===== config.mk =====
export PLATFORM = sky130hd
export DESIGN_NAME = txc_encoder
export DESIGN_NICKNAME = d
export VERILOG_FILES = /design/src/pkg/txc_pkg.sv /design/src/logic/txc_encoder.sv
export SDC_FILE = /design/constraint.sdc
export NUM_CORES = 1
export LEC_CHECK = 0
export ABC_AREA = 1
export BUFFER_PORTS_ARGS = -buffer_cell sky130_fd_sc_hd__buf_2
export CORE_ASPECT_RATIO = 1.25
export CORE_MARGIN = 8
export CORE_UTILIZATION = 25
export CTS_CLUSTER_DIAMETER = 50
export CTS_CLUSTER_SIZE = 30
export DETAILED_ROUTE_END_ITERATION = 10
export GPL_TIMING_DRIVEN = 0
export PLACE_DENSITY = 0.37
export SLEW_MARGIN = 25
export SYNTH_ARGS = -nofsm -noshare
export SYNTH_HDL_FRONTEND = slang
export SYNTH_SLANG_ARGS = --single-unit

===== constraint.sdc =====
create_clock -name sys_clk -period 4.6 [get_ports sys_clk]
set_clock_uncertainty 0.2 [all_clocks]
set_input_delay 0.69 -clock sys_clk [delete_from_list [all_inputs] [get_ports sys_clk]]
set_output_delay 0.69 -clock sys_clk [all_outputs]
set_load 0.005 [all_outputs]

===== src/pkg/txc_pkg.sv =====
// transmit framing and coding configuration: register map, field layout,
// coding values and bit-timing counts.
// assumes a 125 MHz system clock and byte-wide register access.
package txc_pkg;

    // ==========================================================
    // register map
    localparam logic [7:0] ADDR_PROBE_CTRL   = 8'h47;
    localparam logic [7:0] ADDR_TX_FRAMING   = 8'h48;
    localparam logic [7:0] ADDR_TX_CODING    = 8'h4a;
    localparam logic [7:0] PROBE_CTRL_MASK   = 8'h8f;  // bits 6..4 reserved
    localparam logic [7:0] TX_FRAMING_MASK   = 8'hab;  // bits 6,4,2 reserved
    localparam logic [7:0] TX_CODING_MASK    = 8'hff;
    localparam logic [7:0] REG_RESET         = 8'h00;

    // ==========================================================
    // field positions
    localparam int FAST_IO_BIT    = 7;
    localparam int PROBE_SEL_LSB  = 0;
    localparam int ORDER_BIT      = 7;
    localparam int PARITY_BIT     = 5;
    localparam int END_LEVEL_BIT  = 3;
    localparam int LEAD_LEVEL_BIT = 1;
    localparam int LEAD_EN_BIT    = 0;
    localparam int CODE_LSB       = 4;
    localparam int SUBC_BIT       = 3;
    localparam int RATE_LSB       = 0;

    // ==========================================================
    // probe pin sources
    localparam logic [3:0] PROBE_LOW     = 4'h2;
    localparam logic [3:0] PROBE_HIGH    = 4'h3;
    localparam logic [3:0] PROBE_TX_ENV  = 4'h4;
    localparam logic [3:0] PROBE_TX_ACT  = 4'h5;
    localparam logic [3:0] PROBE_SCC     = 4'h6;
    localparam logic [3:0] PROBE_RX_ENV  = 4'h7;
    localparam logic [3:0] PROBE_RX_ACT  = 4'h8;
    localparam logic [3:0] PROBE_RX_BIT  = 4'h9;

    // ==========================================================
    // coding values
    localparam logic [3:0] CODE_PLAIN    = 4'h0;
    localparam logic [3:0] CODE_COLLIDER = 4'h1;
    localparam logic [3:0] CODE_RZ1      = 4'h4;
    localparam logic [3:0] CODE_RZ2      = 4'h5;
    localparam logic [3:0] CODE_RZ3      = 4'h6;
    localparam logic [3:0] CODE_RZ3B     = 4'h7;
    localparam logic [3:0] CODE_PPM4     = 4'h8;
    localparam logic [3:0] CODE_PPM256   = 4'h9;
    localparam logic [3:0] CODE_PPM256_Z = 4'ha;
    localparam logic [3:0] CODE_PPM256_L = 4'hb;
    localparam logic [3:0] CODE_PIE      = 4'hc;

    // ==========================================================
    // timing: rates in kHz, counts in system clock cycles (rounded down)
    localparam int CLK_KHZ        = 125000;
    localparam int RATE_26_KHZ    = 26;
    localparam int RATE_53_KHZ    = 53;
    localparam int RATE_106_KHZ   = 106;
    localparam int RATE_212_KHZ   = 212;
    localparam int RATE_424_KHZ   = 424;
    localparam int RATE_848_KHZ   = 848;
    localparam logic [12:0] BIT_CYC_53  = 13'(CLK_KHZ / RATE_53_KHZ);
    localparam logic [12:0] BIT_CYC_106 = 13'(CLK_KHZ / RATE_106_KHZ);
    localparam logic [12:0] BIT_CYC_212 = 13'(CLK_KHZ / RATE_212_KHZ);
    localparam logic [12:0] BIT_CYC_424 = 13'(CLK_KHZ / RATE_424_KHZ);
    localparam logic [12:0] BIT_CYC_848 = 13'(CLK_KHZ / RATE_848_KHZ);
    localparam logic [7:0]  SUBC_HALF_424 = 8'(CLK_KHZ / (2 * RATE_424_KHZ));
    localparam logic [7:0]  SUBC_HALF_848 = 8'(CLK_KHZ / (2 * RATE_848_KHZ));

    typedef enum logic [2:0] {
        TXC_IDLE,
        TXC_LEAD,
        TXC_DATA,
        TXC_PAR,
        TXC_STOP
    } txc_phase_e;

endpackage : txc_pkg


===== src/logic/txc_encoder.sv =====
// transmit bit framing and data coding engine with its configuration
// registers and the probe pin multiplexer.
// assumes a byte-wide synchronous register port and a byte source that
// holds tx_data/tx_valid until tx_taken pulses.
//
// Overview of operation
// - pad speed bit set selects fast I/O switching, clear selects normal speed.
// - probe selector 0h/1h floats the pin, 2h drives low, 3h drives high.
// - selector 4h transmit envelope, 5h transmit active, 6h secure clock channel.
// - selector 7h receive envelope, 8h receive active, 9h received bit.
// - probe control register at 47h: pad speed bit 7, selector low nibble.
// - framing bit 7 set sends each byte high bit first, else low first.
// - framing bit 5 one gives odd parity, zero gives even parity.
// - stop bit level equals framing bit 3.
// - start bit level equals framing bit 1.
// - start bit is sent only when framing bit 0 is one.
// - coding field bits 7..4: 0h plain, 1h collider stream, 2h/3h reserved.
// - codes 4h..6h return-to-zero with pulse at first, second, third position; 7h third.
// - code 8h is 1-of-4 pulse position, each bit pair picks a slot.
// - code 9h is 1-of-256 pulse position over values 0 to 255.
// - code Ah is 1-of-256 where value 00h sends no pulse.
// - code Bh is 1-of-256 where value 00h pulses in the last slot.
// - code Ch is pulse-interval encoding; Dh..Fh reserved.
// - coding bit 3 picks 424 or 848 kHz subcarrier.
// - coding bits 2..0 pick bit rate from 26 to 848 kHz.
`timescale 1ns/100ps
`default_nettype none

module txc_encoder
    import txc_pkg::*;
#(
    parameter logic [12:0] BIT_CYC_26 = 13'(CLK_KHZ / RATE_26_KHZ)
) (
    input  wire logic       sys_clk,
    input  wire logic       nrst,
    input  wire logic [7:0] reg_addr,
    input  wire logic [7:0] reg_wdata,
    input  wire logic       reg_wr,
    input  wire logic       reg_rd,
    output var  logic [7:0] reg_rdata,
    input  wire logic [7:0] tx_data,
    input  wire logic       tx_valid,
    input  wire logic       tx_last,
    output var  logic       tx_taken,
    output var  logic       tx_stream,
    output var  logic       tx_active,
    output var  logic       tx_subcarrier,
    input  wire logic       secure_clock_channel,
    input  wire logic       rx_envelope,
    input  wire logic       rx_active,
    input  wire logic       rx_bit,
    output var  logic       probe_output_pin,
    output var  logic       probe_output_pin_oe,
    output var  logic       fast_io_switching
);

    // ==========================================================
    // state
    typedef struct packed {
        logic [7:0]  probe_ctrl;
        logic [7:0]  framing;
        logic [7:0]  coding;
        logic [7:0]  act_framing;
        logic [7:0]  act_coding;
        txc_phase_e  phase;
        logic [7:0]  shreg;
        logic [3:0]  bitn;
        logic        parity;
        logic        last;
        logic [12:0] qcnt;
        logic [12:0] qcyc;
        logic [1:0]  quarter;
        logic [7:0]  slot;
        logic [7:0]  subcnt;
        logic [7:0]  rdata;
        logic        taken;
        logic        stream;
        logic        active;
        logic        subc;
        logic        probe;
        logic        probe_oe;
    } txc_state_s;

    txc_state_s st;
    txc_state_s next_st;

    // ==========================================================
    // line level of one frame bit for bit-level codings
    function automatic logic txc_bit_level(input logic [3:0] code, input logic b, input logic [1:0] q);
        logic lvl;
        lvl = b;
        case (code)
            CODE_RZ1:  lvl = b & (q == 2'd0);
            CODE_RZ2:  lvl = b & (q == 2'd1);
            CODE_RZ3,
            CODE_RZ3B: lvl = b & (q == 2'd2);
            default:   lvl = b;
        endcase
        return lvl;
    endfunction : txc_bit_level

    // bit period for a rate code; reserved codes fall back to 106 kHz
    function automatic logic [12:0] txc_bit_cyc(input logic [2:0] rate);
        logic [12:0] c;
        c = BIT_CYC_106;
        case (rate)
            3'h2:    c = BIT_CYC_26;
            3'h3:    c = BIT_CYC_53;
            3'h4:    c = BIT_CYC_106;
            3'h5:    c = BIT_CYC_212;
            3'h6:    c = BIT_CYC_424;
            3'h7:    c = BIT_CYC_848;
            default: c = BIT_CYC_106;
        endcase
        return c;
    endfunction : txc_bit_cyc

    // ==========================================================
    // next state
    always_comb begin
        logic [3:0] code;
        logic       msb_first;
        logic       ppm;
        logic       pie;
        logic       cur_bit;
        logic       second_bit;
        logic [7:0] target;
        logic       pulse_en;
        logic       qend;
        logic       uend;
        logic       fetch;
        logic       lvl;
        logic [7:0] subhalf;
        code       = st.act_coding[CODE_LSB +: 4];
        msb_first  = st.act_framing[ORDER_BIT];
        ppm        = (code >= CODE_PPM4) && (code <= CODE_PPM256_L);
        pie        = (code == CODE_PIE);
        cur_bit    = msb_first ? st.shreg[7] : st.shreg[0];
        second_bit = msb_first ? st.shreg[6] : st.shreg[1];
        target     = st.shreg;
        pulse_en   = 1'b1;
        fetch      = 1'b0;
        lvl        = 1'b0;
        qend       = st.active && (st.qcnt == st.qcyc - 13'd1);
        uend       = qend && ((st.quarter == 2'd3)
                     || (pie && st.phase == TXC_DATA && !cur_bit && st.quarter == 2'd1));
        subhalf    = st.act_coding[SUBC_BIT] ? SUBC_HALF_848 : SUBC_HALF_424;
        next_st    = st;
        next_st.taken = 1'b0;

        // pulse slot selection for pulse position codes
        if (code == CODE_PPM4) begin
            target = {6'h00, second_bit, cur_bit};
        end else if (code == CODE_PPM256_Z && st.shreg == 8'h00) begin
            pulse_en = 1'b0;
        end else if (code == CODE_PPM256_L && st.shreg == 8'h00) begin
            target = 8'hff;
        end

        // register port; reserved bits masked on write, so they read back as zero
        if (reg_wr) begin
            case (reg_addr)
                ADDR_PROBE_CTRL: next_st.probe_ctrl = reg_wdata & PROBE_CTRL_MASK;
                ADDR_TX_FRAMING: next_st.framing    = reg_wdata & TX_FRAMING_MASK;
                ADDR_TX_CODING:  next_st.coding     = reg_wdata & TX_CODING_MASK;
                default:         next_st.rdata      = st.rdata;
            endcase
        end
        if (reg_rd) begin
            case (reg_addr)
                ADDR_PROBE_CTRL: next_st.rdata = st.probe_ctrl;
                ADDR_TX_FRAMING: next_st.rdata = st.framing;
                ADDR_TX_CODING:  next_st.rdata = st.coding;
                default:         next_st.rdata = 8'h00;
            endcase
        end

        // quarter-bit timer; remainder of bit period below 4 cycles is dropped
        if (st.active) begin
            next_st.qcnt = qend ? 13'd0 : st.qcnt + 13'd1;
        end
        if (qend) begin
            next_st.quarter = uend ? 2'd0 : st.quarter + 2'd1;
        end

        // line level of the current quarter
        case (st.phase)
            TXC_LEAD: lvl = txc_bit_level(ppm || pie ? CODE_PLAIN : code,
                                          st.act_framing[LEAD_LEVEL_BIT], st.quarter);
            TXC_PAR:  lvl = txc_bit_level(code, st.parity, st.quarter);
            TXC_STOP: lvl = txc_bit_level(ppm || pie ? CODE_PLAIN : code,
                                          st.act_framing[END_LEVEL_BIT], st.quarter);
            TXC_DATA: begin
                if (ppm) begin
                    lvl = pulse_en && (st.slot == target) && (st.quarter == 2'd1);
                end else if (pie) begin
                    lvl = (st.quarter == (cur_bit ? 2'd3 : 2'd1)); // pulse closes each interval
                end else begin
                    lvl = txc_bit_level(code, cur_bit, st.quarter);
                end
            end
            default: lvl = 1'b0;
        endcase
        next_st.stream = st.active ? lvl : 1'b0;

        // frame sequencing
        case (st.phase)
            TXC_IDLE: begin
                if (tx_valid) begin
                    next_st.act_framing = st.framing;
                    next_st.act_coding  = st.coding;
                    next_st.qcyc        = txc_bit_cyc(st.coding[RATE_LSB +: 3]) >> 2;
                    next_st.qcnt        = 13'd0;
                    next_st.quarter     = 2'd0;
                    next_st.slot        = 8'h00;
                    next_st.subcnt      = 8'h00;
                    next_st.active      = 1'b1;
                    next_st.shreg       = tx_data;
                    next_st.parity      = (^tx_data) ^ st.framing[PARITY_BIT];
                    next_st.last        = tx_last;
                    next_st.bitn        = 4'd0;
                    next_st.taken       = 1'b1;
                    next_st.phase       = st.framing[LEAD_EN_BIT] ? TXC_LEAD : TXC_DATA;
                end
            end
            TXC_LEAD: begin
                if (uend) begin
                    next_st.phase = TXC_DATA;
                end
            end
            TXC_DATA: begin
                if (uend && ppm) begin
                    next_st.slot = st.slot + 8'h01;
                    if (st.slot == ((code == CODE_PPM4) ? 8'h03 : 8'hff)) begin
                        next_st.slot = 8'h00;
                        if (code == CODE_PPM4 && st.bitn != 4'd6) begin
                            next_st.shreg = msb_first ? {st.shreg[5:0], 2'b00} : {2'b00, st.shreg[7:2]};
                            next_st.bitn  = st.bitn + 4'd2;
                        end else begin
                            fetch = 1'b1;
                        end
                    end
                end else if (uend) begin
                    next_st.shreg = msb_first ? {st.shreg[6:0], 1'b0} : {1'b0, st.shreg[7:1]};
                    next_st.bitn  = st.bitn + 4'd1;
                    if (st.bitn == 4'd7) begin
                        if (pie) begin
                            fetch = 1'b1;
                        end else begin
                            next_st.phase = TXC_PAR;
                        end
                    end
                end
            end
            TXC_PAR: begin
                fetch = uend;
            end
            TXC_STOP: begin
                if (uend) begin
                    next_st.phase  = TXC_IDLE;
                    next_st.active = 1'b0;
                    next_st.qcnt   = 13'd0;
                end
            end
            default: next_st.phase = TXC_IDLE;
        endcase

        // next byte, or close the frame on last byte or underrun
        if (fetch) begin
            if (!st.last && tx_valid) begin
                next_st.shreg  = tx_data;
                next_st.parity = (^tx_data) ^ st.act_framing[PARITY_BIT];
                next_st.last   = tx_last;
                next_st.bitn   = 4'd0;
                next_st.taken  = 1'b1;
                next_st.phase  = TXC_DATA;
            end else begin
                next_st.phase = TXC_STOP;
            end
        end

        // subcarrier runs only inside a frame
        if (st.active && next_st.active) begin
            next_st.subcnt = (st.subcnt == subhalf - 8'h01) ? 8'h00 : st.subcnt + 8'h01;
            next_st.subc   = (st.subcnt == subhalf - 8'h01) ? ~st.subc : st.subc;
        end else begin
            next_st.subcnt = 8'h00;
            next_st.subc   = 1'b0;
        end

        // probe pin source; reserved selector codes float the pin
        next_st.probe_oe = 1'b1;
        case (st.probe_ctrl[PROBE_SEL_LSB +: 4])
            PROBE_LOW:    next_st.probe = 1'b0;
            PROBE_HIGH:   next_st.probe = 1'b1;
            PROBE_TX_ENV: next_st.probe = st.stream;
            PROBE_TX_ACT: next_st.probe = st.active;
            PROBE_SCC:    next_st.probe = secure_clock_channel;
            PROBE_RX_ENV: next_st.probe = rx_envelope;
            PROBE_RX_ACT: next_st.probe = rx_active;
            PROBE_RX_BIT: next_st.probe = rx_bit;
            default: begin
                next_st.probe    = 1'b0;
                next_st.probe_oe = 1'b0;
            end
        endcase
    end

    // ==========================================================
    // state register
    always_ff @(posedge sys_clk or negedge nrst) begin
        if (!nrst) begin
            st <= '0;
        end else begin
            st <= next_st;
        end
    end

    // outputs straight from the state flops
    assign reg_rdata           = st.rdata;
    assign tx_taken            = st.taken;
    assign tx_stream           = st.stream;
    assign tx_active           = st.active;
    assign tx_subcarrier       = st.subc;
    assign probe_output_pin    = st.probe;
    assign probe_output_pin_oe = st.probe_oe;
    assign fast_io_switching   = st.probe_ctrl[FAST_IO_BIT];

endmodule : txc_encoder

`default_nettype wire


==> results.tsv, run 1 <==
metric	value	unit
status	complete, no violations	
worst slew pin tran	963	ps
worst relative slew slack	0.355	
CP Data Required Time	4620	ps
cts hold-fix bufs	0	
dpl hpwl	16500	µm
grt total ovfl	0	
Top Ports	49	
post-cts gate resize count	0	
FF-to-FF End	st[56]$_DFF_PN0_	
max-slew violation count	0	
Crit. End Element	register	
final layout net count	1082	
end of the critical path	st[56]$_DFF_PN0_	
TNS Setup	0	ps
wire per inst	15.7	µm
GRT Resource Usage Total	0.140	
row cnt	66	
Detailed Routing Iterations Pass 1	5	
RR Startpoint	st[73]$_DFFE_PN0P_	
first-pass GRT wire length	35500	µm
# DRC	0	
syn_nets	1022	
CTS Buffer Depth	2	
DR vias	6286	
largest net degree at the start of global routing	61	
CTS tree	built	
number of synthesized flops with an enable pin	0	
die area	32000	µm²
critical path class	register to register	
Buffers on Ports	48	
initial DRC count	288	
die span in y	198	µm
WP data arrival	3210	ps
Post-Synthesis Cell Area	6640	µm²
RSZ-0062 raised after global routing	no	
post-layout minimum cycle time	3190	ps
initial antenna violation count	0	
worst setup path start	st[73]$_DFFE_PN0P_	
Ant. Diodes	0	
core box area	26100	µm²
Hold Fails Final Rpt	0	
final setup fails	0	
number of global-route vias before repair	6542	
syn avg cell area	6.79	µm²
most frequent cells in the layout	299 x nand2_1, 125 x inv_1, 98 x dfrtp_1, 86 x nor2_1, 80 x o21ai_0	
Yosys cell types	43	
Horiz. Die Dim	162	µm
yosys warns	0	
Via-to-Cell Ratio	4.55	
Final Util	0.293	
WL final	21600	µm
leak pwr	3.93	nW
Initial Utilization	0.254	
Seq cells post-synth	98	
post-CTS setup buffers	0	
commonest non-fill, non-tap cell in the layout	nand2_1	
Clock transition at path regs	80	ps
Max Fclk	0.313	GHz
sequential area share after synthesis	0.370	
Critical Path Start Type	register	
largest fanout on the critical path	10	
Tcrit/Tclk final	0.694	
H-tree depth	3	
Syn Inst Count	977	
Max-Cap Viols	0	
# clock sinks	98	
Area Overhead vs Synth	15.1	%
asr flop ratio synth	1.00	
share of layout cells above drive strength 1	0.112	
Routed Antenna Nets	0	
total CTS buffers	9	
Fillers	2981	
Pwr Density	266	nW/µm²
clock latency on the worst-skew pair	360	ps
Hold Path Class	input pin to asynchronous set/reset pin	
Main synth FF type	dfrtp_1	
FF-to-FF setup slack	1410	ps
clock root cell	clkbuf_16	
worst reg2reg path depth	9	
VDD IR max	0.000183	V
GPL Wtd Cong	0.787	
==> how the worst min path moves through the flow <==
| stage | endpoint | start |
|---|---|---|
| 6_report | st[53]$_DFF_PN0_ | nrst |
| 5_1_grt | st[49]$_DFF_PN0_ | nrst |
| 4_1_cts | st[49]$_DFF_PN0_ | nrst |
| 3_5_place_dp | reg_rdata[2]$_DFFE_PN0P_ | reg_rdata[2]$_DFFE_PN0P_ |
| 3_3_place_gp | st[86]$_DFFE_PN0P_ | st[86]$_DFFE_PN0P_ |
| 2_1_floorplan | fast_io_switching$_DFFE_PN0P_ | nrst |
==> metrics by stage <==
stage | total power, mW | cell area, µm² | worst slack [ps] | hold slack, ps | cells
after global placement | 1.24 | 7300 | 1210 | 259 | 1365
after floorplan | 1.13 | 6640 | 2190 | 194 | 977
final | 2.03 | 7640 | 1410 | 43.0 | 1382
after CTS | 2.08 | 7640 | 1350 | 55.9 | 1382
after global routing | 2.15 | 7640 | 1230 | 75.1 | 1382
after detailed placement | 1.24 | 7330 | 1380 | 269 | 1366
==> layer usage <==
metal | part of all wire | track usage | up-vias
met3 | 0.026 | 0.0210 | 12
met5 | 0 | 0 | -
met2 | 0.50 | 0.251 | 88
met4 | 0.011 | 0.0350 | 0
li1 | - | - | 3286
met1 | 0.46 | 0.171 | 2900
==> cell type report <==
| cell class | count | area [µm²] | share of cell area |
|---|---|---|---|
| Buffer | 32 | 173 | 0.0226 |
| Clock buffer | 11 | 243 | 0.0318 |
| Clock inverter | 5 | 61.3 | 0.00803 |
| Inverter | 134 | 503 | 0.0658 |
| Multi-Input combinational cell | 713 | 3510 | 0.459 |
| Sequential cell | 98 | 2450 | 0.321 |
| Tap cell | 340 | 425 | 0.0557 |
| Timing Repair Buffer | 49 | 274 | 0.0359 |
==> worst max-delay path, cell delays in order, from the launching register on <==
cell      delay, ps
dfrtp_1         450
nor2_1          110
inv_1            60
nor2_1          240
inv_1           140
nor2_1          750
inv_1           360
nand2_1         250
clkbuf_1        400
nor3b_1         100
==> Yosys cell counts, drive strengths merged, types with 5 or more instances <==
library cell    n  area share
dfrtp          98        0.37
nor3b           6      0.0068
nand4          22       0.023
buf            19       0.019
xnor2           7      0.0092
a31oi           5      0.0047
xor2           18       0.024
nand3          82       0.068
nand2         302        0.17
a221oi         10       0.013
inv           133       0.075
a21oi          21       0.016
ha             11       0.021
o21ai          83       0.063
clkbuf         13      0.0074
nor3           23       0.017
nor2           96       0.060
==> registers in the layout, indices dropped and copies added (netlist names) <==
name and cells:
tx_active 1, st 83, reg_rdata 8, tx_taken 1, probe_output_pin_oe 1, tx_stream 1, probe_output_pin 1, tx_subcarrier 1
fast_io_switching 1
==> power breakdown <==
group	internal, mW	total [mW]	switching (mW)	leakage (nW)
combinational	0.0944	0.256	0.162	2.58
clock	0.442	0.813	0.371	0.151
sequential	0.908	0.960	0.0524	1.21
total	1.44	2.03	0.585	3.93
==> cells by family after synthesis <==
kind of cell | share of synthesized area
AOI/OAI and AO/OA | 0.119
xor gates and xnor gates | 0.0330
DFF | 0.370
buffers and inverters | 0.102
and+or+nand+nor | 0.356
adders and majority gates | 0.0207
(Power assumes the default switching activity.)
==> inputs of run 2 (changes only) <==
- ABC_AREA: 1 -> 0
- clock period: 4.6 -> 3.15 ns (I/O delays scaled with it)
==> run 2 against run 1 <==
Against the previous run: first-iteration DRC count grew 9.7%; routed wire length shrank 9.3%; via count shrank 11%; fmax grew 5.5%; setup slack lost 1300 ps; sequential cell count is the same; count of clock-buffer cells in the layout shrank 2.
==> results.tsv, run 2 <==
metric	value	unit	change
status	complete, no violations		unchanged
Top Ports	49		unchanged
Sw Pwr	2.06	mW	was 0.585 mW
Comb power frac	0.431		was 0.126
# DRC	0		unchanged
final setup fails	0		unchanged
max-slew violation count	0		unchanged
CP Data Required Time	3190	ps	was 4620 ps
grt total ovfl	0		unchanged
clock root cell	clkbuf_16		unchanged
WL final	19600	µm	was 21,600 µm
dpl hpwl	14700	µm	was 16,500 µm
Area Overhead vs Synth	20.2	%	was 15.1%
Largest Register	st		unchanged
# clock sinks	98		unchanged
GPL Wtd Cong	0.830		was 0.787
CTS tree	built		unchanged
first-pass GRT wire length	31600	µm	was 35,500 µm
Ant. Diodes	0		unchanged
total CTS buffers	9		unchanged
Synth top cells by count	98 x dfrtp_1, 97 x nand2_1, 59 x nor2_1, 37 x a21oi_1, 30 x clkbuf_1		was 299 x nand2_1, 125 x inv_1, 98 x dfrtp_1, 86 x nor2_1, 80 x o21ai_0
Final Util	0.304		was 0.293
Hold Fails Final Rpt	0		unchanged
worst relative slew slack	0.301		was 0.355
Pwr Density	656	nW/µm²	was 266 nW/µm²
Pint	2.96	mW	was 1.44 mW
die span in y	194	µm	was 198 µm
GRT Resource Usage Total	0.129		was 0.140
worst slew pin tran	1040	ps	was 963 ps
asr flop ratio synth	1.00		unchanged
core box area	25100	µm²	was 26,100 µm²
syn avg cell area	8.87	µm²	was 6.79 µm²
Synth area leader	dfrtp_1		unchanged
slack of the critical path	126	ps	was 1410 ps
Switching Fraction	0.410		was 0.288
max FFs per register	83		unchanged
critical path class	register to register		unchanged
Syn Inst Count	717		was 977
Synth area leaders	dfrtp_1 39%, nand2_1 5.7%, mux2_2 5.0%, nor2_1 3.5%, xnor2_1 3.2%		was dfrtp_1 37%, nand2_1 17%, inv_1 7.1%, o21ai_0 6.0%, nand3_1 5.7%
Initial Utilization	0.253		was 0.254
die area	30800	µm²	was 32,000 µm²
sequential area share after synthesis	0.386		was 0.370
largest fanout on the critical path	8		was 10
Tcrit/Tclk final	0.960		was 0.694
Max-Cap Viols	0		unchanged
initial DRC count	316		was 288
Crit. End Element	register		unchanged
Detailed Routing Iterations Pass 1	4		was 5
VDD IR max	0.000281	V	was 0.000183 V
share of layout cells above drive strength 1	0.209		was 0.112
row cnt	65		was 66
share of the synthesized area in the top cell type	0.386		was 0.370
most frequent cells in the layout	97 x nand2_1, 97 x dfrtp_1, 55 x nor2_1, 50 x buf_2, 37 x a21oi_1		was 299 x nand2_1, 125 x inv_1, 98 x dfrtp_1, 86 x nor2_1, 80 x o21ai_0
CTS Buffer Depth	2		unchanged
RSZ-0062 raised after global routing	no		unchanged
leak pwr	3.31	nW	was 3.93 nW
Hold Path Class	input pin to register		was input pin to asynchronous set/reset pin
number of synthesized flops with an enable pin	0		unchanged
clock latency on the worst-skew pair	350	ps	was 360 ps
Main synth FF type	dfrtp_1		unchanged
post-layout minimum cycle time	3020	ps	was 3190 ps
final layout net count	835		was 1,082
Clock transition at path regs	80	ps	about the same
Routed Antenna Nets	0		unchanged
Via-to-Cell Ratio	4.95		was 4.55
Max Fclk	0.331	GHz	was 0.313 GHz
DR vias	5589		was 6,286
Horiz. Die Dim	159	µm	was 162 µm
initial antenna violation count	0		unchanged
Critical Path Start Type	register		unchanged
WP data arrival	3060	ps	was 3210 ps
largest net degree at the start of global routing	67		was 61
Design Area, Final	7640	µm²	about the same
share of power burned in registers	0.332		was 0.473
Yosys cell types	79		was 43
clock network power share	0.237		was 0.401
Buffers on Ports	47		was 48
Seq cells post-synth	98		unchanged
DP Area	7050	µm²	was 7330 µm²
count leader, synth	dfrtp_1		was nand2_1
syn_nets	762		was 1,022
wire per inst	17.4	µm	was 15.7 µm
pre-CTS WS	-584	ps	was 1380 ps
Post-Synthesis Cell Area	6360	µm²	was 6640 µm²
yosys warns	0		unchanged
H-tree depth	3		unchanged
number of global-route vias before repair	5719		was 6,542
## run 2: cell types whose count changed after synthesis, sizes merged, moves of 9 or more
cell,change
a21oi,+16
a221oi,-9
and3,+10
clkbuf,+17
inv,-102
mux2,+28
mux2i,+11
nand2,-205
nand2b,+15
nand3,-62
nand4,-13
nor2,-35
o21ai,-57
xnor2,+16
## run 2: cell families after synthesis
family / synth area share
AND/OR/NAND/NOR: 0.239
AO/OA/AOI/OAI: 0.162
flip-flops: 0.386
buffers and inverters: 0.0579
XOR/XNOR: 0.0634
multiplexers: 0.0705
adder cells (fa/ha/maj): 0.0216
## run 2: timing repair
item | CTS | global route
endpoints found under the hold margin | 32 | 0
hold buffers | 1 | 0
pin swaps | 2 | 8
endpoints found under the setup margin | 50 | 36
setup buffers | 6 | 11
resized for setup | 18 | 21
## run 2: metrics by stage
stage               setup TNS (ps)  power [mW]  cells  hold WS [ps]
floorplan                        0        3.09    717         -23.1
global placement            -17340        3.68   1099           278
detailed placement          -16700        3.70   1100           191
CTS                              0        5.00   1122           135
global route                     0        5.39   1130           140
finish                           0        5.02   1130           150
## run 2: power by group through the flow
stage,Sequential [mW],Clock (mW),Combinational (mW)
after floorplan,1.60,0,1.49
after global placement,1.66,0,2.01
after detailed placement,1.67,0,2.03
after CTS,1.65,1.24,2.11
after global routing,1.70,1.29,2.40
final,1.67,1.19,2.16
## run 2: worst max-delay path: stages, from the launching register on
cell,delay (ps)
dfrtp_1,370
buf_6,140
inv_2,70
ha_4,150
or4b_4,510
o311ai_4,250
and4_4,310
nand3_4,140
nor3_4,250
buf_4,140
nor2_2,40
a221o_1,340
## run 2: layer usage
metal	part of all wire	vias up	track usage
met5	0	-	0
met3	0.038	19	0.0269
met2	0.51	101	0.222
met1	0.44	2773	0.158
li1	-	2696	-
met4	0.014	0	0.0375
## run 2: final timing paths
kind / startpoint / end / slack (ps) / cells past startpoint
max: st[33]$_DFFE_PN0P_ / st[59]$_DFF_PN0_ / 130 / 11
min: reg_wdata[4] / st[95]$_DFFE_PN0P_ / 150 / 2
max reg2reg: st[33]$_DFFE_PN0P_ / st[59]$_DFF_PN0_ / 130 / 11
min reg2reg: st[84]$_DFFE_PN0P_ / st[84]$_DFFE_PN0P_ / 290 / 2
max in group asynchronous: nrst / st[90]$_DFFE_PN0P_ / 1690 / 3
min in group asynchronous: nrst / st[27]$_DFFE_PN0P_ / 380 / 2
## run 2: final cells by class
type / instances / area [µm²]
fillers: 2665 / 17500
plain buffers: 47 / 256
well taps: 335 / 419
clock inverters: 7 / 87.6
repair buffers: 66 / 423
clock buffers: 9 / 225
multi-input cells: 537 / 3660
inverters: 31 / 119
flip-flops and latches: 98 / 2450
